[src/pkg/svc_pkg.sv]
`default_nettype none
package svc_pkg;
	// ==========================================================
	// service-parameter bit positions
	localparam int W0_CLASS_VALID = 31;
	localparam int W0_QOS = 21;
	localparam int W0_INIT_ACK0 = 11;
	localparam int W0_ACK_ASSIST = 9;
	localparam int W0_CLKSYNC = 4;
	localparam int W1_RECIP_ACK0 = 31;
	localparam int W1_XID_IL = 29;
	localparam logic [15:0] XID_UNASSIGNED = 16'hFFFF;
	localparam logic [23:0] CLKSYNC_SERVER_ID = 24'hFFFFF6;
	// ==========================================================
	// register offsets
	localparam logic [7:0] OFS_CFG = 8'h00;
	localparam logic [7:0] OFS_XID = 8'h04;
	localparam logic [7:0] OFS_STATUS = 8'h08;
	localparam logic [7:0] OFS_PEER_W0 = 8'h0C;
	localparam logic [7:0] OFS_PEER_W1 = 8'h10;
	localparam logic [7:0] OFS_ASSIGNED = 8'h14;
	// ==========================================================
	// config fields and reset values
	localparam int CFG_INIT_ACK0 = 0;
	localparam int CFG_RECIP_ACK0 = 1;
	localparam int CFG_ACK_ASSIST = 2;
	localparam int CFG_XID_IL = 3;
	localparam int CFG_CLKSYNC = 4;
	localparam int CFG_C2_VALID = 5;
	localparam int CFG_C3_VALID = 6;
	localparam logic [6:0] CFG_RESET = 7'h60;
	localparam logic [15:0] XID_RESET = 16'h0000;
	// ==========================================================
	// status fields
	localparam int ST_QOS_CASE = 0;
	localparam int ST_QOS_OK = 2;
	localparam int ST_ACK0_INIT = 3;
	localparam int ST_ACK0_RECIP = 4;
	localparam int ST_IL_ON = 5;
	localparam int ST_PEER_ASSIST = 6;
	localparam int ST_PEER_CLKSYNC = 7;
	localparam int ST_LOGGED_IN = 8;
	localparam int ST_BUSY = 9;
	localparam int ST_IL_WAIT = 10;
	// ==========================================================
	// state and case encodings
	typedef enum logic [1:0] {
		LS_IDLE = 2'b00,
		LS_WAIT_ACC = 2'b01,
		LS_DONE = 2'b10
	} login_state_t;
	typedef enum logic [1:0] {
		QOS_NONE = 2'b00,
		QOS_FABRIC_ONLY = 2'b01,
		QOS_REFUSED = 2'b10,
		QOS_AGREED = 2'b11
	} qos_case_t;
	typedef enum logic {
		IL_IDLE = 1'b0,
		IL_WAIT = 1'b1
	} il_state_t;
endpackage
`default_nettype wire

[src/pkg/xid_if.sv]
`timescale 1ns/1ps
`default_nettype none
interface xid_if;
	logic il_on;
	logic ack0_recip;
	logic [15:0] own_xid;
	logic tx_valid;
	logic tx_first;
	logic tx_class2;
	logic tx_ready;
	logic tx_fire;
	logic [15:0] tx_rxid;
	logic [15:0] assigned_xid;
	logic il_wait;
	logic ack_in_valid;
	logic [15:0] ack_in_xid;
	logic rx_valid;
	logic rx_first;
	logic rx_last;
	logic rx_class2;
	logic [15:0] rx_rxid;
	logic ack_out_valid;
	logic [15:0] ack_out_xid;
	logic ack_out_ack0;
	modport neg (output il_on, ack0_recip, own_xid, tx_valid, tx_first, tx_class2,
		ack_in_valid, ack_in_xid, rx_valid, rx_first, rx_last, rx_class2, rx_rxid,
		input tx_ready, tx_fire, tx_rxid, assigned_xid, il_wait, ack_out_valid,
		ack_out_xid, ack_out_ack0);
	modport eng (input il_on, ack0_recip, own_xid, tx_valid, tx_first, tx_class2,
		ack_in_valid, ack_in_xid, rx_valid, rx_first, rx_last, rx_class2, rx_rxid,
		output tx_ready, tx_fire, tx_rxid, assigned_xid, il_wait, ack_out_valid,
		ack_out_xid, ack_out_ack0);
endinterface
`default_nettype wire

[src/logic/svc_negotiate.sv]
// How it works
// - fabric login request always carries the QoS bit, word 0 bit 21, set.
// - QoS is usable only when request and accept both carry the bit.
// - four QoS cases decoded; only both-set makes QoS usable.
// - the QoS outcome covers the class 2 and class 3 parameter sets.
// - advertising word 0 bit 11 enables processing of received ACK frames.
// - ACK_0 per direction needs initiator bit 11 and recipient bit 31 both set.
// - negotiated ACK_0 is used instead of ACK_1.
// - initiator and recipient ACK_0 bits are held and resolved separately.
// - setting both bits supports ACK_0 in both roles.
// - recipient ACK_0 advertising means infinite buffering and sending ACK_0 replies; replies here are ACK_0 only when the peer also sets initiator bit 11.
// - word 0 bit 9 reports ACK generation assistance to the recipient.
// - clock-sync bit word 0 bit 4 counts only from address FFFFF6h.
// - X_ID interlock, word 1 bit 29, applies to class 2 only.
// - interlocked first data frame carries recipient X_ID FFFFh.
// - recipient returns its own X_ID in the ACK to the first frame.
// - initiator holds further frames until that ACK, then uses both X_IDs.
//
// Chosen here: the address map and the strobed register port.
`timescale 1ns/1ps
`default_nettype none
module svc_negotiate
	import svc_pkg::*;
(
	input wire logic clk,
	input wire logic rst,
	input wire logic [7:0] addr,
	input wire logic [31:0] wr_data,
	input wire logic wr_en,
	input wire logic rd_en,
	output logic [31:0] rd_data,
	input wire logic login_start,
	input wire logic login_fabric,
	input wire logic logout,
	output logic login_req_valid,
	output logic [31:0] login_c2_w0,
	output logic [31:0] login_c3_w0,
	output logic [31:0] login_w1,
	input wire logic acc_valid,
	input wire logic acc_reject,
	input wire logic [31:0] acc_w0,
	input wire logic [31:0] acc_w1,
	input wire logic [23:0] acc_src_id,
	output logic logged_in,
	output logic qos_usable,
	output logic ack0_as_init,
	output logic ack0_as_recip,
	output logic ack_rx_enable,
	output logic inf_buffering,
	output logic interlock_on,
	output logic peer_ack_assist,
	output logic peer_clksync,
	input wire logic tx_valid,
	input wire logic tx_first,
	input wire logic tx_class2,
	output logic tx_ready,
	output logic tx_fire,
	output logic [15:0] tx_rxid,
	input wire logic ack_in_valid,
	input wire logic [15:0] ack_in_xid,
	input wire logic rx_valid,
	input wire logic rx_first,
	input wire logic rx_last,
	input wire logic rx_class2,
	input wire logic [15:0] rx_rxid,
	output logic ack_out_valid,
	output logic [15:0] ack_out_xid,
	output logic ack_out_ack0
);
	// ==========================================================
	// helpers
	function automatic qos_case_t qos_decode(input logic req, input logic acc);
		qos_case_t c;
		c = qos_case_t'({req, acc});
		return c;
	endfunction

	function automatic logic [31:0] build_w0(input logic valid, input logic [6:0] cfg);
		logic [31:0] w;
		w = 32'h0000_0000;
		w[W0_CLASS_VALID] = valid;
		w[W0_QOS] = 1'b1;
		w[W0_INIT_ACK0] = cfg[CFG_INIT_ACK0];
		w[W0_ACK_ASSIST] = cfg[CFG_ACK_ASSIST];
		w[W0_CLKSYNC] = cfg[CFG_CLKSYNC];
		return w;
	endfunction

	// ==========================================================
	// register slave
	logic [6:0] cfg_reg;
	logic [15:0] xid_reg;
	logic [31:0] rd_data_reg;
	logic [31:0] peer_w0_reg, peer_w1_reg;
	logic [31:0] status_word;
	xid_if fx();

	wire logic hit_cfg = (addr == OFS_CFG);
	wire logic hit_xid = (addr == OFS_XID);
	wire logic hit_status = (addr == OFS_STATUS);
	wire logic hit_pw0 = (addr == OFS_PEER_W0);
	wire logic hit_pw1 = (addr == OFS_PEER_W1);
	wire logic hit_asg = (addr == OFS_ASSIGNED);
	wire logic [31:0] rd_mux = hit_cfg ? {25'h0, cfg_reg} :
		hit_xid ? {16'h0000, xid_reg} :
		hit_status ? status_word :
		hit_pw0 ? peer_w0_reg :
		hit_pw1 ? peer_w1_reg :
		hit_asg ? {16'h0000, fx.assigned_xid} : 32'h0000_0000;

	always_ff @(posedge clk) begin
		if (rst) begin
			cfg_reg <= CFG_RESET;
			xid_reg <= XID_RESET;
		end else if (wr_en) begin
			if (hit_cfg) begin
				cfg_reg <= wr_data[6:0];
			end
			if (hit_xid) begin
				xid_reg <= wr_data[15:0];
			end
		end
	end

	// read data stands for the one cycle after the strobe only
	always_ff @(posedge clk) begin
		if (rst) begin
			rd_data_reg <= 32'h0000_0000;
		end else begin
			rd_data_reg <= rd_en ? rd_mux : 32'h0000_0000;
		end
	end
	assign rd_data = rd_data_reg;

	// ==========================================================
	// login sequencing
	login_state_t state_reg, state_next;
	logic req_valid_reg;
	logic req_fabric_reg;
	logic [31:0] req_c2_w0_reg, req_c3_w0_reg, req_w1_reg;
	logic [31:0] req_w1_next;

	always_comb begin
		req_w1_next = 32'h0000_0000;
		req_w1_next[W1_RECIP_ACK0] = cfg_reg[CFG_RECIP_ACK0];
		req_w1_next[W1_XID_IL] = cfg_reg[CFG_XID_IL];
	end

	wire logic start_ok = login_start & (state_reg != LS_WAIT_ACC);
	always_comb begin
		state_next = state_reg;
		unique case (state_reg)
			LS_IDLE: begin
				if (login_start) begin
					state_next = LS_WAIT_ACC;
				end
			end
			LS_WAIT_ACC: begin
				if (logout || acc_reject) begin
					state_next = LS_IDLE;
				end else if (acc_valid) begin
					state_next = LS_DONE;
				end
			end
			LS_DONE: begin
				if (logout) begin
					state_next = LS_IDLE;
				end else if (login_start) begin
					state_next = LS_WAIT_ACC;
				end
			end
			default: begin
				state_next = LS_IDLE;
			end
		endcase
	end

	// request words are frozen at start so later cfg writes cannot skew the outcome
	always_ff @(posedge clk) begin
		if (rst) begin
			state_reg <= LS_IDLE;
			req_valid_reg <= 1'b0;
			req_fabric_reg <= 1'b0;
			req_c2_w0_reg <= 32'h0000_0000;
			req_c3_w0_reg <= 32'h0000_0000;
			req_w1_reg <= 32'h0000_0000;
		end else begin
			state_reg <= state_next;
			req_valid_reg <= start_ok;
			if (start_ok) begin
				req_fabric_reg <= login_fabric;
				req_c2_w0_reg <= build_w0(cfg_reg[CFG_C2_VALID], cfg_reg);
				req_c3_w0_reg <= build_w0(cfg_reg[CFG_C3_VALID], cfg_reg);
				req_w1_reg <= req_w1_next;
			end
		end
	end
	assign login_req_valid = req_valid_reg;
	assign login_c2_w0 = req_c2_w0_reg;
	assign login_c3_w0 = req_c3_w0_reg;
	assign login_w1 = req_w1_reg;

	// ==========================================================
	// resolution of the accept
	wire logic accept_now = (state_reg == LS_WAIT_ACC) & acc_valid & ~acc_reject & ~logout;
	wire logic clear_now = logout | ((state_reg == LS_WAIT_ACC) & acc_reject);
	wire logic req_qos = req_c2_w0_reg[W0_QOS] | req_c3_w0_reg[W0_QOS];
	wire qos_case_t qos_case_next = qos_decode(req_qos, acc_w0[W0_QOS]);
	wire logic qos_ok_next = (qos_case_next == QOS_AGREED);
	wire logic ack0_init_next = req_c2_w0_reg[W0_INIT_ACK0] & acc_w1[W1_RECIP_ACK0];
	wire logic ack0_recip_next = req_w1_reg[W1_RECIP_ACK0] & acc_w0[W0_INIT_ACK0];
	wire logic c2_both = req_c2_w0_reg[W0_CLASS_VALID] & acc_w0[W0_CLASS_VALID];
	wire logic il_next = c2_both & (req_w1_reg[W1_XID_IL] | acc_w1[W1_XID_IL]);
	wire logic from_clk_server = (acc_src_id == CLKSYNC_SERVER_ID);
	wire logic clksync_next = acc_w0[W0_CLKSYNC] & from_clk_server;

	qos_case_t qos_case_reg;
	logic logged_in_reg, qos_ok_reg, ack0_init_reg, ack0_recip_reg;
	logic il_reg, assist_reg, clksync_reg, ack_rx_en_reg, inf_buf_reg;

	always_ff @(posedge clk) begin
		if (rst) begin
			qos_case_reg <= QOS_NONE;
			logged_in_reg <= 1'b0;
			qos_ok_reg <= 1'b0;
			ack0_init_reg <= 1'b0;
			ack0_recip_reg <= 1'b0;
			il_reg <= 1'b0;
			assist_reg <= 1'b0;
			clksync_reg <= 1'b0;
			ack_rx_en_reg <= 1'b0;
			inf_buf_reg <= 1'b0;
			peer_w0_reg <= 32'h0000_0000;
			peer_w1_reg <= 32'h0000_0000;
		end else if (clear_now) begin
			qos_case_reg <= QOS_NONE;
			logged_in_reg <= 1'b0;
			qos_ok_reg <= 1'b0;
			ack0_init_reg <= 1'b0;
			ack0_recip_reg <= 1'b0;
			il_reg <= 1'b0;
			assist_reg <= 1'b0;
			clksync_reg <= 1'b0;
			ack_rx_en_reg <= 1'b0;
			inf_buf_reg <= 1'b0;
		end else if (accept_now) begin
			qos_case_reg <= qos_case_next;
			logged_in_reg <= 1'b1;
			qos_ok_reg <= qos_ok_next;
			ack0_init_reg <= ack0_init_next;
			ack0_recip_reg <= ack0_recip_next;
			il_reg <= il_next;
			assist_reg <= acc_w0[W0_ACK_ASSIST];
			clksync_reg <= clksync_next;
			ack_rx_en_reg <= req_c2_w0_reg[W0_INIT_ACK0];
			inf_buf_reg <= req_w1_reg[W1_RECIP_ACK0];
			peer_w0_reg <= acc_w0;
			peer_w1_reg <= acc_w1;
		end
	end

	assign logged_in = logged_in_reg;
	assign qos_usable = qos_ok_reg;
	assign ack0_as_init = ack0_init_reg;
	assign ack0_as_recip = ack0_recip_reg;
	assign ack_rx_enable = ack_rx_en_reg;
	assign inf_buffering = inf_buf_reg;
	assign interlock_on = il_reg;
	assign peer_ack_assist = assist_reg;
	assign peer_clksync = clksync_reg;

	// ==========================================================
	// status word
	always_comb begin
		status_word = 32'h0000_0000;
		status_word[ST_QOS_CASE +: 2] = qos_case_reg;
		status_word[ST_QOS_OK] = qos_ok_reg;
		status_word[ST_ACK0_INIT] = ack0_init_reg;
		status_word[ST_ACK0_RECIP] = ack0_recip_reg;
		status_word[ST_IL_ON] = il_reg;
		status_word[ST_PEER_ASSIST] = assist_reg;
		status_word[ST_PEER_CLKSYNC] = clksync_reg;
		status_word[ST_LOGGED_IN] = logged_in_reg;
		status_word[ST_BUSY] = (state_reg == LS_WAIT_ACC);
		status_word[ST_IL_WAIT] = fx.il_wait;
	end

	// ==========================================================
	// frame exchange
	// class 3 frames never reach the interlock: the class2 flags gate it
	assign fx.il_on = il_reg;
	assign fx.ack0_recip = ack0_recip_reg;
	assign fx.own_xid = xid_reg;
	assign fx.tx_valid = tx_valid;
	assign fx.tx_first = tx_first;
	assign fx.tx_class2 = tx_class2;
	assign fx.ack_in_valid = ack_in_valid;
	assign fx.ack_in_xid = ack_in_xid;
	assign fx.rx_valid = rx_valid;
	assign fx.rx_first = rx_first;
	assign fx.rx_last = rx_last;
	assign fx.rx_class2 = rx_class2;
	assign fx.rx_rxid = rx_rxid;

	xid_interlock u_xid (
		.clk(clk),
		.rst(rst),
		.fx(fx)
	);

	assign tx_ready = fx.tx_ready;
	assign tx_fire = fx.tx_fire;
	assign tx_rxid = fx.tx_rxid;
	assign ack_out_valid = fx.ack_out_valid;
	assign ack_out_xid = fx.ack_out_xid;
	assign ack_out_ack0 = fx.ack_out_ack0;
endmodule
`default_nettype wire

[src/logic/xid_interlock.sv]
`timescale 1ns/1ps
`default_nettype none
module xid_interlock
	import svc_pkg::*;
(
	input wire logic clk,
	input wire logic rst,
	xid_if.eng fx
);
	// ==========================================================
	// initiator side
	il_state_t state_reg, state_next;
	logic tx_ready_reg, tx_fire_reg, ack_out_valid_reg, ack_out_ack0_reg;
	logic [15:0] tx_rxid_reg, assigned_reg, assigned_next, ack_out_xid_reg;
	wire logic take_tx = fx.tx_valid & tx_ready_reg;
	wire logic tx_locked = fx.il_on & fx.tx_class2 & fx.tx_first;
	wire logic [15:0] tx_rxid_next = fx.tx_first ? XID_UNASSIGNED : assigned_reg;
	wire logic rx_unassigned = (fx.rx_rxid == XID_UNASSIGNED);
	wire logic rx_lock_hit = fx.il_on & fx.rx_class2 & fx.rx_first & rx_unassigned;
	// ack_0 covers the whole sequence, so only the last frame (or the interlock one) is acked
	wire logic ack_sel = fx.ack0_recip ? (fx.rx_last | rx_lock_hit) : 1'b1;
	wire logic ack_due = fx.rx_valid & fx.rx_class2 & ack_sel;
	always_comb begin
		state_next = state_reg;
		assigned_next = assigned_reg;
		unique case (state_reg)
			IL_IDLE: begin
				if (take_tx && tx_locked) begin
					state_next = IL_WAIT;
				end
				if (fx.ack_in_valid && assigned_reg == XID_UNASSIGNED) begin
					assigned_next = fx.ack_in_xid;
				end
			end
			IL_WAIT: begin
				// login loss releases the hold so the sender cannot hang
				if (fx.ack_in_valid || !fx.il_on) begin
					state_next = IL_IDLE;
					assigned_next = fx.ack_in_valid ? fx.ack_in_xid : assigned_reg;
				end
			end
		endcase
	end
	always_ff @(posedge clk) begin
		if (rst) begin
			state_reg <= IL_IDLE;
			assigned_reg <= XID_UNASSIGNED;
			tx_ready_reg <= 1'b1;
			tx_fire_reg <= 1'b0;
			tx_rxid_reg <= XID_UNASSIGNED;
		end else begin
			state_reg <= state_next;
			assigned_reg <= (take_tx && fx.tx_first) ? XID_UNASSIGNED : assigned_next;
			tx_ready_reg <= (state_next == IL_IDLE);
			tx_fire_reg <= take_tx;
			tx_rxid_reg <= take_tx ? tx_rxid_next : tx_rxid_reg;
		end
	end
	// ==========================================================
	// recipient side
	always_ff @(posedge clk) begin
		if (rst) begin
			ack_out_valid_reg <= 1'b0;
			ack_out_xid_reg <= XID_UNASSIGNED;
			ack_out_ack0_reg <= 1'b0;
		end else begin
			ack_out_valid_reg <= ack_due;
			ack_out_xid_reg <= ack_due ? fx.own_xid : ack_out_xid_reg;
			ack_out_ack0_reg <= ack_due ? fx.ack0_recip : ack_out_ack0_reg;
		end
	end
	assign fx.tx_ready = tx_ready_reg;
	assign fx.tx_fire = tx_fire_reg;
	assign fx.tx_rxid = tx_rxid_reg;
	assign fx.assigned_xid = assigned_reg;
	assign fx.il_wait = (state_reg == IL_WAIT);
	assign fx.ack_out_valid = ack_out_valid_reg;
	assign fx.ack_out_xid = ack_out_xid_reg;
	assign fx.ack_out_ack0 = ack_out_ack0_reg;
endmodule
`default_nettype wire

[config.mk]
export PLATFORM = sky130hd
export DESIGN_NAME = svc_negotiate
export DESIGN_NICKNAME = d
export VERILOG_FILES = /design/src/pkg/svc_pkg.sv /design/src/pkg/xid_if.sv /design/src/logic/svc_negotiate.sv /design/src/logic/xid_interlock.sv
export SDC_FILE = /design/constraint.sdc
export NUM_CORES = 1
export LEC_CHECK = 0
export ABC_CLOCK_PERIOD_IN_PS = 2230
export BUFFER_PORTS_ARGS = -buffer_cell sky130_fd_sc_hd__buf_4
export CORE_AREA = 2 2 135 137
export DETAILED_ROUTE_END_ITERATION = 6
export DIE_AREA = 0 0 137 139
export HOLD_SLACK_MARGIN = 0.15
export PLACE_DENSITY = 0.82
export SYNTH_ARGS = -nofsm -noshare
export SYNTH_HDL_FRONTEND = slang
export SYNTH_SLANG_ARGS = --single-unit
[constraint.sdc]
create_clock -name clk -period 2.23 [get_ports clk]
set_input_delay 0.1115 -clock clk [delete_from_list [all_inputs] [get_ports clk]]
set_output_delay 0.1115 -clock clk [all_outputs]
set_load 0.02 [all_outputs]
==> results of run 1 <==
==> routing by layer <==
| metal | vias up | track usage, % |
|---|---|---|
| li1 | 3812 | - |
| met1 | 3692 | 31.5 |
| met2 | 389 | 47.1 |
| met3 | 48 | 5.92 |
| met4 | 0 | 8.46 |
| met5 | - | 0 |
==> cells in the final DEF, fill, tap and decap left out, types with 3 or more instances in the layout <==
cell,netlist,routed
a211o_1,3,3
a21oi_1,112,109
a21oi_2,0,3
a22o_1,11,11
a22oi_1,35,35
buf_12,0,3
buf_4,90,263
clkbuf_16,0,17
clkinv_4,0,4
conb_1,1,84
dfxtp_1,194,194
dlygate4sd3_1,0,119
inv_1,23,23
inv_8,0,5
mux2i_1,49,49
nand2_1,213,212
nand2b_1,12,11
nand3_1,30,30
nand4_1,10,10
nor2_1,57,57
nor2_2,10,10
nor2b_1,8,8
nor3_1,7,7
nor3_4,4,4
nor4_1,3,3
o21ai_0,24,24
o22a_1,3,3
o22ai_1,6,6
==> synth_stat cells, drive strengths merged <==
cell type | number | area share, %
and3b | 1 | 0.11
a31o | 1 | 0.11
o2111ai | 1 | 0.11
a22oi | 35 | 3.2
nand4b | 2 | 0.21
or4 | 1 | 0.14
nand4 | 10 | 0.76
dfxtp | 194 | 47
nor2 | 68 | 3.6
o21ai | 24 | 1.5
or4b | 1 | 0.12
a211oi | 2 | 0.18
inv | 23 | 1.0
a221oi | 1 | 0.18
o32a | 1 | 0.12
and3 | 2 | 0.15
buf | 111 | 9.6
clkbuf | 37 | 1.7
conb | 1 | 0.046
a222oi | 1 | 0.12
o22a | 3 | 0.32
nand2 | 213 | 9.7
and2 | 1 | 0.076
nand3 | 30 | 1.8
a211o | 3 | 0.32
or2 | 3 | 0.23
nor3 | 11 | 1.2
a22o | 11 | 1.2
o22ai | 6 | 0.46
nor2b | 8 | 0.61
nor4 | 4 | 0.38
mux2i | 49 | 6.0
a21oi | 112 | 6.8
nand2b | 12 | 0.91
==> tightest hold or removal path: cells and delay by family <==
kind	cells	cell delay (ns)
AO/OA/AOI/OAI	1	0.14
buffers and inverters	1	0.24
AND/OR/NAND/NOR	1	0.08
==> cell families (layout without fill, tap and decap cells) <==
logic type,after synthesis,count (layout)
AND/OR/NAND/NOR,367,367
multiplexers,49,49
flip-flops,194,194
buffers and inverters,171,440
other,1,85
AO/OA/AOI/OAI,201,201
==> stage by stage <==
| stage | worst slack (ns) | power [uW] | util, % | area (sq um) |
|---|---|---|---|---|
| floorplan | 0.467 | 4760 | - | 8550 |
| finish | 0.0900 | 8340 | 66.6 | 11800 |
| global placement | 0.273 | 5130 | 56.3 | 9950 |
| detailed placement | 0.240 | 5160 | 56.3 | 9950 |
| global route | 0.0287 | 8670 | 66.6 | 11800 |
| CTS | 0.0240 | 8340 | 66.4 | 11700 |
==> path summary, 6_finish.rpt <==
check / start / slack, ns / cells after the start / endpoint
min reg2reg: peer_w1_reg[4]$_SDFFE_PP0P_ / 0.46 / 2 / peer_w1_reg[4]$_SDFFE_PP0P_
min: addr[4] / 0.17 / 3 / rd_data[15]$_SDFF_PP0_
max: state_reg[1]$_SDFFE_PP0P_ / 0.09 / 6 / interlock_on$_SDFFE_PP0P_
max reg2reg: state_reg[1]$_SDFFE_PP0P_ / 0.09 / 6 / interlock_on$_SDFFE_PP0P_
==> timing repair <==
item	CTS	global route
endpoints found under the setup margin	0	4
hold buffers	119	0
hold endpoints to repair	139	0
resized for setup	0	2
setup buffers	0	2
==> area by class of cell <==
class / count / area, sq um / area share, %
timing repair buffer: 385 / 3230 / 27.4
inverter: 23 / 86.3 / 0.734
sequential: 194 / 3880 / 33.0
tap: 229 / 287 / 2.44
multi-input combinational: 701 / 3680 / 31.3
clock inverter: 15 / 166 / 1.42
clock buffer: 17 / 425 / 3.62
antenna: 1 / 2.50 / 0.0213
==> power by group <==
group | switching, uW | internal, uW
Sequential | 154 | 3610
Combinational | 796 | 728
Clock | 1460 | 1600
==> key figures, run 1 <==
Setup path
  • Critical Path AT: 2.49 ns
  • Slowest cell delay on critical path: around 0.61 ns
  • CP Buf/Inv Count: 2
  • Max FO, Critical Path: 11
  • Crit path max-delay family: buffers and inverters
  • CP required: 2.58 ns
  • Slowest CP cell: dlygate4sd3_1
  • CP endpoint kind: flip-flop
  • Crit Path Category: reg2reg
  • CP cell instances: nand2b_2 > nor4_4 > buf_4 > dlygate4sd3_1 > o2111ai_1 > a21oi_2
  • Crit start category: flip-flop

Route
  • First-pass DRT Iterations: 5
  • Routed WL: 26200 um
  • Total number of vias: between 7000 and 8000
  • WL/cell: around 17 um
  • Met2 routed WL: ~14000 um
  • Post-DR vias/cell: just over 5
  • DRT antenna net count: 0
  • Routed wl met3: ~2000 um
  • DRT met1 WL: between 9000 and 10000 um
  • Drt drc: 0
  • Iter 0 DRT Violations: between 500 and 600
  • Top sig layer: met4

Timing
  • RSZ-0062 raised after global routing: no
  • Final setup skew: a little under 0.009 ns
  • Final setup TNS: 0 ns
  • Hold WS: about 0.17 ns
  • Maximum operating frequency: about 470 MHz
  • Final setup viols: 0
  • Period utilization: approximately 96%
  • Slew HR: between 50 and 60%
  • Hold Vio Cnt, Final: 0
  • Minimum clock period: approximately 2.1 ns
  • Slew of the pin with the lowest slew margin: 0.656 ns
  • Fin. max-slew vios: 0

Run status
  • Outcome: complete, no violations

Synth
  • XOR/XNOR Fraction of Synth Area: 0%
  • Sequential fraction of the synthesis area: 47.1%
  • Mapped Area: ~0.008 sq mm
  • Gate Count Post-Synth: between 900 and 1000
  • Simple-Gate Fraction of Synth Area: roughly 20%
  • Post-synthesis adder-cell area fraction: 0%
  • Ys Warns: 0
  • Yosys cell types: 42
  • Largest family of logic cells by synthesized area: simple AND/OR/NAND/NOR gates
  • Mux cell area share after synthesis: a little under 6%
  • Synthesized flop and latch total: around 190
  • Fraction of the mapped netlist area in compound gates: between 10% and 20%
  • Syn avg cell area: between 8 and 9 sq um

GRT
  • Initial antenna violation count: 1
  • Pin count of the biggest net entering global routing: 67
  • Vias in the first global route: 7640
  • Global-route wire length before repair: 39500 um
  • Total congestion overflow: 0
  • Total track usage: between 20% and 30%

CTS
  • H-Tree Depth: 4
  • Clock transition at path regs: roughly 0.070 ns
  • Num CTS Buffers: 17
  • Sinks on the clock net: approximately 190
  • Root Buffer: clkbuf_16
  • CTS max path bufs: 2
  • Clk Latency, worst-skew pair: 0.44 ns
  • CTS tree: done

Power
  • Leakage: around 0.005 uW
  • Pwr Density: about 710 mW/mm^2
  • Worst vdd ir: 0.551 mV

Cells and area
  • P&R area growth vs syn: 42.7%
  • Fraction of layout cells with a size suffix above 1: 24.3%
  • Layout Cells excl Fill: between 1500 and 2000
  • Filler cell count in the final layout: approximately 1400
  • Layout net count: ~1500

Worst hold path
  • Hold/Removal Path Class: in2reg

Place
  • Buffers on Ports: 249
  • Placed Cells: about 1400
  • DP Wirelength: approximately 17000 um
  • Final GP Congestion: 0.829

Floorplanning
  • Rows: 49
  • Width of the die: roughly 140 um
  • Die area: 0.0190 sq mm
  • Core area: about 0.018 sq mm
  • Ports: approximately 350
  • Starting Density: ~47%
  • Die Y: 139 um

Flow run
  • Total of max-cap violations: 0
Power figures use the tool's default switching activity.
==> inputs of run 2 (changes only) <==
--- a/config.mk
+++ b/config.mk
@@ -7,11 +7,11 @@
 export LEC_CHECK = 0
 export ABC_CLOCK_PERIOD_IN_PS = 2230
 export BUFFER_PORTS_ARGS = -buffer_cell sky130_fd_sc_hd__buf_4
-export CORE_AREA = 2 2 135 137
+export CORE_UTILIZATION = 48
 export DETAILED_ROUTE_END_ITERATION = 6
-export DIE_AREA = 0 0 137 139
 export HOLD_SLACK_MARGIN = 0.15
-export PLACE_DENSITY = 0.82
+export PLACE_DENSITY = 0.83
 export SYNTH_ARGS = -nofsm -noshare
 export SYNTH_HDL_FRONTEND = slang
+export SYNTH_HIERARCHICAL = 1
 export SYNTH_SLANG_ARGS = --single-unit
==> key figures, run 2 <==
Place
  • DP Wirelength: 18300 um (+5.0%)
  • Final GP Congestion: 0.882 (+6.3%)
  • Setup Slack @ Placement: 0.421 ns (+0.181 ns)
  • Buffers on Ports: 249 (unchanged)
  • Placed cell area: 0.0101 sq mm (+1.9%)

Setup path
  • Crit Path Category: reg2reg
  • CP cell instances: and2_1 > nand3_1 > mux2i_1 > dlygate4sd3_1 > and3b_1
  • Crit start category: flip-flop
  • CP endpoint kind: flip-flop
  • Max FO, Critical Path: 18 (+7)
  • Critical Path AT: 2.48 ns (about the same)
  • Worst Setup SP: u_xid/fx.tx_ready$_SDFF_PP1_
  • Slowest CP cell: and2_1
  • RR Startpoint: u_xid/fx.tx_ready$_SDFF_PP1_
  • CP required: 2.61 ns (+0.03 ns)
  • Slowest cell delay on critical path: 0.57 ns (-0.04 ns)
  • Reg2reg path depth: 5 (-1)

Floorplanning
  • Rows: 48 (-2.0%)
  • Die area: 0.0182 sq mm (-4.3%)
  • Die Y: 135 um (-2.9%)
  • Ports: 351 (unchanged)
  • Starting Density: 49.1% (+2.4 points)
  • Core area: 0.0173 sq mm (-2.0%)
  • Width of the die: 135 um (-1.5%)

Synth
  • Syn avg cell area: 8.32 sq um (-0.74%)
  • Yosys cell types: 49 (+17%)
  • Ys Warns: 6 (+6)
  • Mapped Area: 0.00849 sq mm (+3.0%)
  • Top cells by count, synth: 231 x nand2_1, 194 x dfxtp_1, 113 x a21oi_1, 92 x buf_4, 63 x nor2_1
  • Post-synth top flop: dfxtp_1
  • Gate Count Post-Synth: 1020 (+3.8%)
  • Post-synth top area cell: dfxtp_1
  • Synth area leaders: dfxtp_1 46%, nand2_1 10%, buf_4 8.1%, a21oi_1 6.7%, mux2i_1 4.8%
  • Synth top area share: 45.8% (-1.4 points)
  • Count leader, synth: nand2_1
  • Synth async-reset ratio: 0% (unchanged)
  • Sequential fraction of the synthesis area: 45.8% (-1.4 points)
  • Synthesized flop and latch total: 194 (unchanged)
  • Post-synth EDFFs: 0 (unchanged)

Timing
  • Worst Slack Setup Final: 0.127 ns (+0.0369 ns)
  • Maximum operating frequency: 475 MHz (+1.8%)
  • Slew of the pin with the lowest slew margin: 0.679 ns (+0.0225 ns)
  • Hold Vio Cnt, Final: 0 (unchanged)
  • RSZ-0062 raised after global routing: no
  • Fin. max-slew vios: 0 (unchanged)
  • Final setup viols: 0 (unchanged)
  • Final setup TNS: 0 ns (unchanged)
  • Minimum clock period: 2.10 ns (-0.0369 ns)
  • Period utilization: 94.3% (-1.7 points)
  • Final setup skew: 0.00775 ns (-0.000970 ns)
  • Slew HR: 54.6% (-1.6 points)

Worst hold path
  • Hold/Removal Path Class: in2reg
  • HP Start: wr_en
  • Hold Path Cell Cnt: 4 (+1)

Cells and area
  • Commonest non-fill, non-tap cell in the layout: buf_4
  • Commonest non-fill, non-tap cells in the layout: 266 x buf_4, 231 x nand2_1, 194 x dfxtp_1, 124 x dlygate4sd3_1, 112 x a21oi_1
  • Register cell area after layout: 0.00388 sq mm (unchanged)
  • Fraction of layout cells with a size suffix above 1: 24.2% (-0.054 points)
  • Layout net count: 1535 (+2.4%)
  • Layout Cell Area excl Fill: 0.0120 sq mm (+2.3%)
  • P&R area growth vs syn: 41.7%
  • Filler cell count in the final layout: 1314 (-5.2%)
  • Area taken by multi-input logic gates: 0.00390 sq mm (+5.9%)

CTS
  • H-Tree Depth: 4 (unchanged)
  • Num CTS Buffers: 17 (unchanged)
  • CTS tree: done
  • Post-CTS Setup Bufs: 0 (unchanged)
  • CTS max path bufs: 2 (unchanged)
  • Sinks on the clock net: 194 (unchanged)
  • Clk Latency, worst-skew pair: 0.43 ns (about the same)
  • Clock transition at path regs: 0.07 ns (about the same)
  • Root Buffer: clkbuf_16

GRT
  • Pin count of the biggest net entering global routing: 59 (-12%)
  • Global-route wire length before repair: 41500 um (+4.9%)
  • Total congestion overflow: 0 (unchanged)
  • Vias in the first global route: 8073 (+5.7%)
  • Total track usage: 29.8% (+3.2 points)
  • Initial antenna violation count: 0 (-1)

Route
  • Drt drc: 0 (unchanged)
  • Iter 0 DRT Violations: 567 (+7.6%)
  • WL/cell: 17.3 um (+3.5%)
  • Routed WL: 27600 um (+5.6%)
  • Post-DR vias/cell: 5.29 (+4.3%)
  • DRT antenna net count: 0 (unchanged)
  • Total number of vias: 8451 (+6.4%)
  • First-pass DRT Iterations: 5 (unchanged)

Flow run
  • Total of max-cap violations: 0 (unchanged)

Power
  • Pwr Density: 767 mW/mm^2 (+8.1%)
  • Worst vdd ir: 0.586 mV (+6.2%)
  • Leakage: 0.00518 uW (+3.8%)

Run status
  • Outcome: complete, no violations
run 2: cell type report:
| type | count | area share [%] |
|---|---|---|
| Sequential cell | 194 | 32.3 |
| Timing Repair Buffer | 391 | 27.0 |
| Tap cell | 225 | 2.34 |
| Multi-Input combinational cell | 734 | 32.4 |
| Clock inverter | 14 | 1.62 |
| Inverter | 20 | 0.624 |
| Antenna cell | 1 | 0.0208 |
| Clock buffer | 18 | 3.65 |
run 2: what timing repair did:
| item | 4_1_cts | 5_1_grt |
|---|---|---|
| resized for setup | 0 | 2 |
| hold buffers | 124 | 0 |
| endpoints found under the setup margin | 0 | 3 |
| hold endpoints to repair | 129 | 0 |
run 2: path summary, 6_finish.rpt:
path	to	slack (ns)
max	u_xid/fx.il_wait$_SDFF_PP0_	0.13
min	cfg_reg[5]$_SDFFE_PP1P_	0.17
max reg2reg	u_xid/fx.il_wait$_SDFF_PP0_	0.13
min reg2reg	peer_w0_reg[12]$_SDFFE_PP0P_	0.46
run 2: kinds of logic (layout without fill, tap and decap cells):
kind of cell / Yosys count / after routing / synth area share [%]
simple gates: 404 / 404 / 21.5
flops: 194 / 194 / 45.8
compound gates: 205 / 205 / 15.6
mux: 41 / 41 / 4.84
buf+inv: 175 / 443 / 12.2
other cells: 1 / 85 / 0.0442
run 2: critical path, delay by kind of cell (launching register included):
kind / cells / cell delay, ns
and+or+nand+nor: 3 / 0.91
muxes: 1 / 0.21
buffers and inverters: 1 / 0.57
DFF: 1 / 0.36
run 2: per-stage QoR:
stage | power, uW | util, % | hold WS (ns) | cells
2_1_floorplan | 5340 | - | 0.247 | 1103
3_3_place_gp | 5700 | 58.6 | 0.360 | 1440
3_5_place_dp | 5740 | 58.6 | 0.363 | 1440
4_1_cts | 9140 | 69.5 | 0.156 | 1596
5_1_grt | 9570 | 69.5 | 0.191 | 1596
6_report | 9220 | 69.5 | 0.170 | 1597
run 2: where the power goes:
group / total (uW) / leakage, uW / internal [uW] / switching, uW
Sequential: 3890 / 0.00157 / 3660 / 230
Clock: 3270 / 0.000311 / 1840 / 1430
Combinational: 2050 / 0.00329 / 867 / 1190
Total: 9220 / 0.00518 / 6370 / 2850
run 2: routing by layer:
layer,vias up,wire [um],global-route usage [%]
met5,-,0,0
met4,0,1230,17.8
met3,92,2590,7.51
met2,494,13300,50.0
met1,3895,10500,34.3
li1,3970,-,-
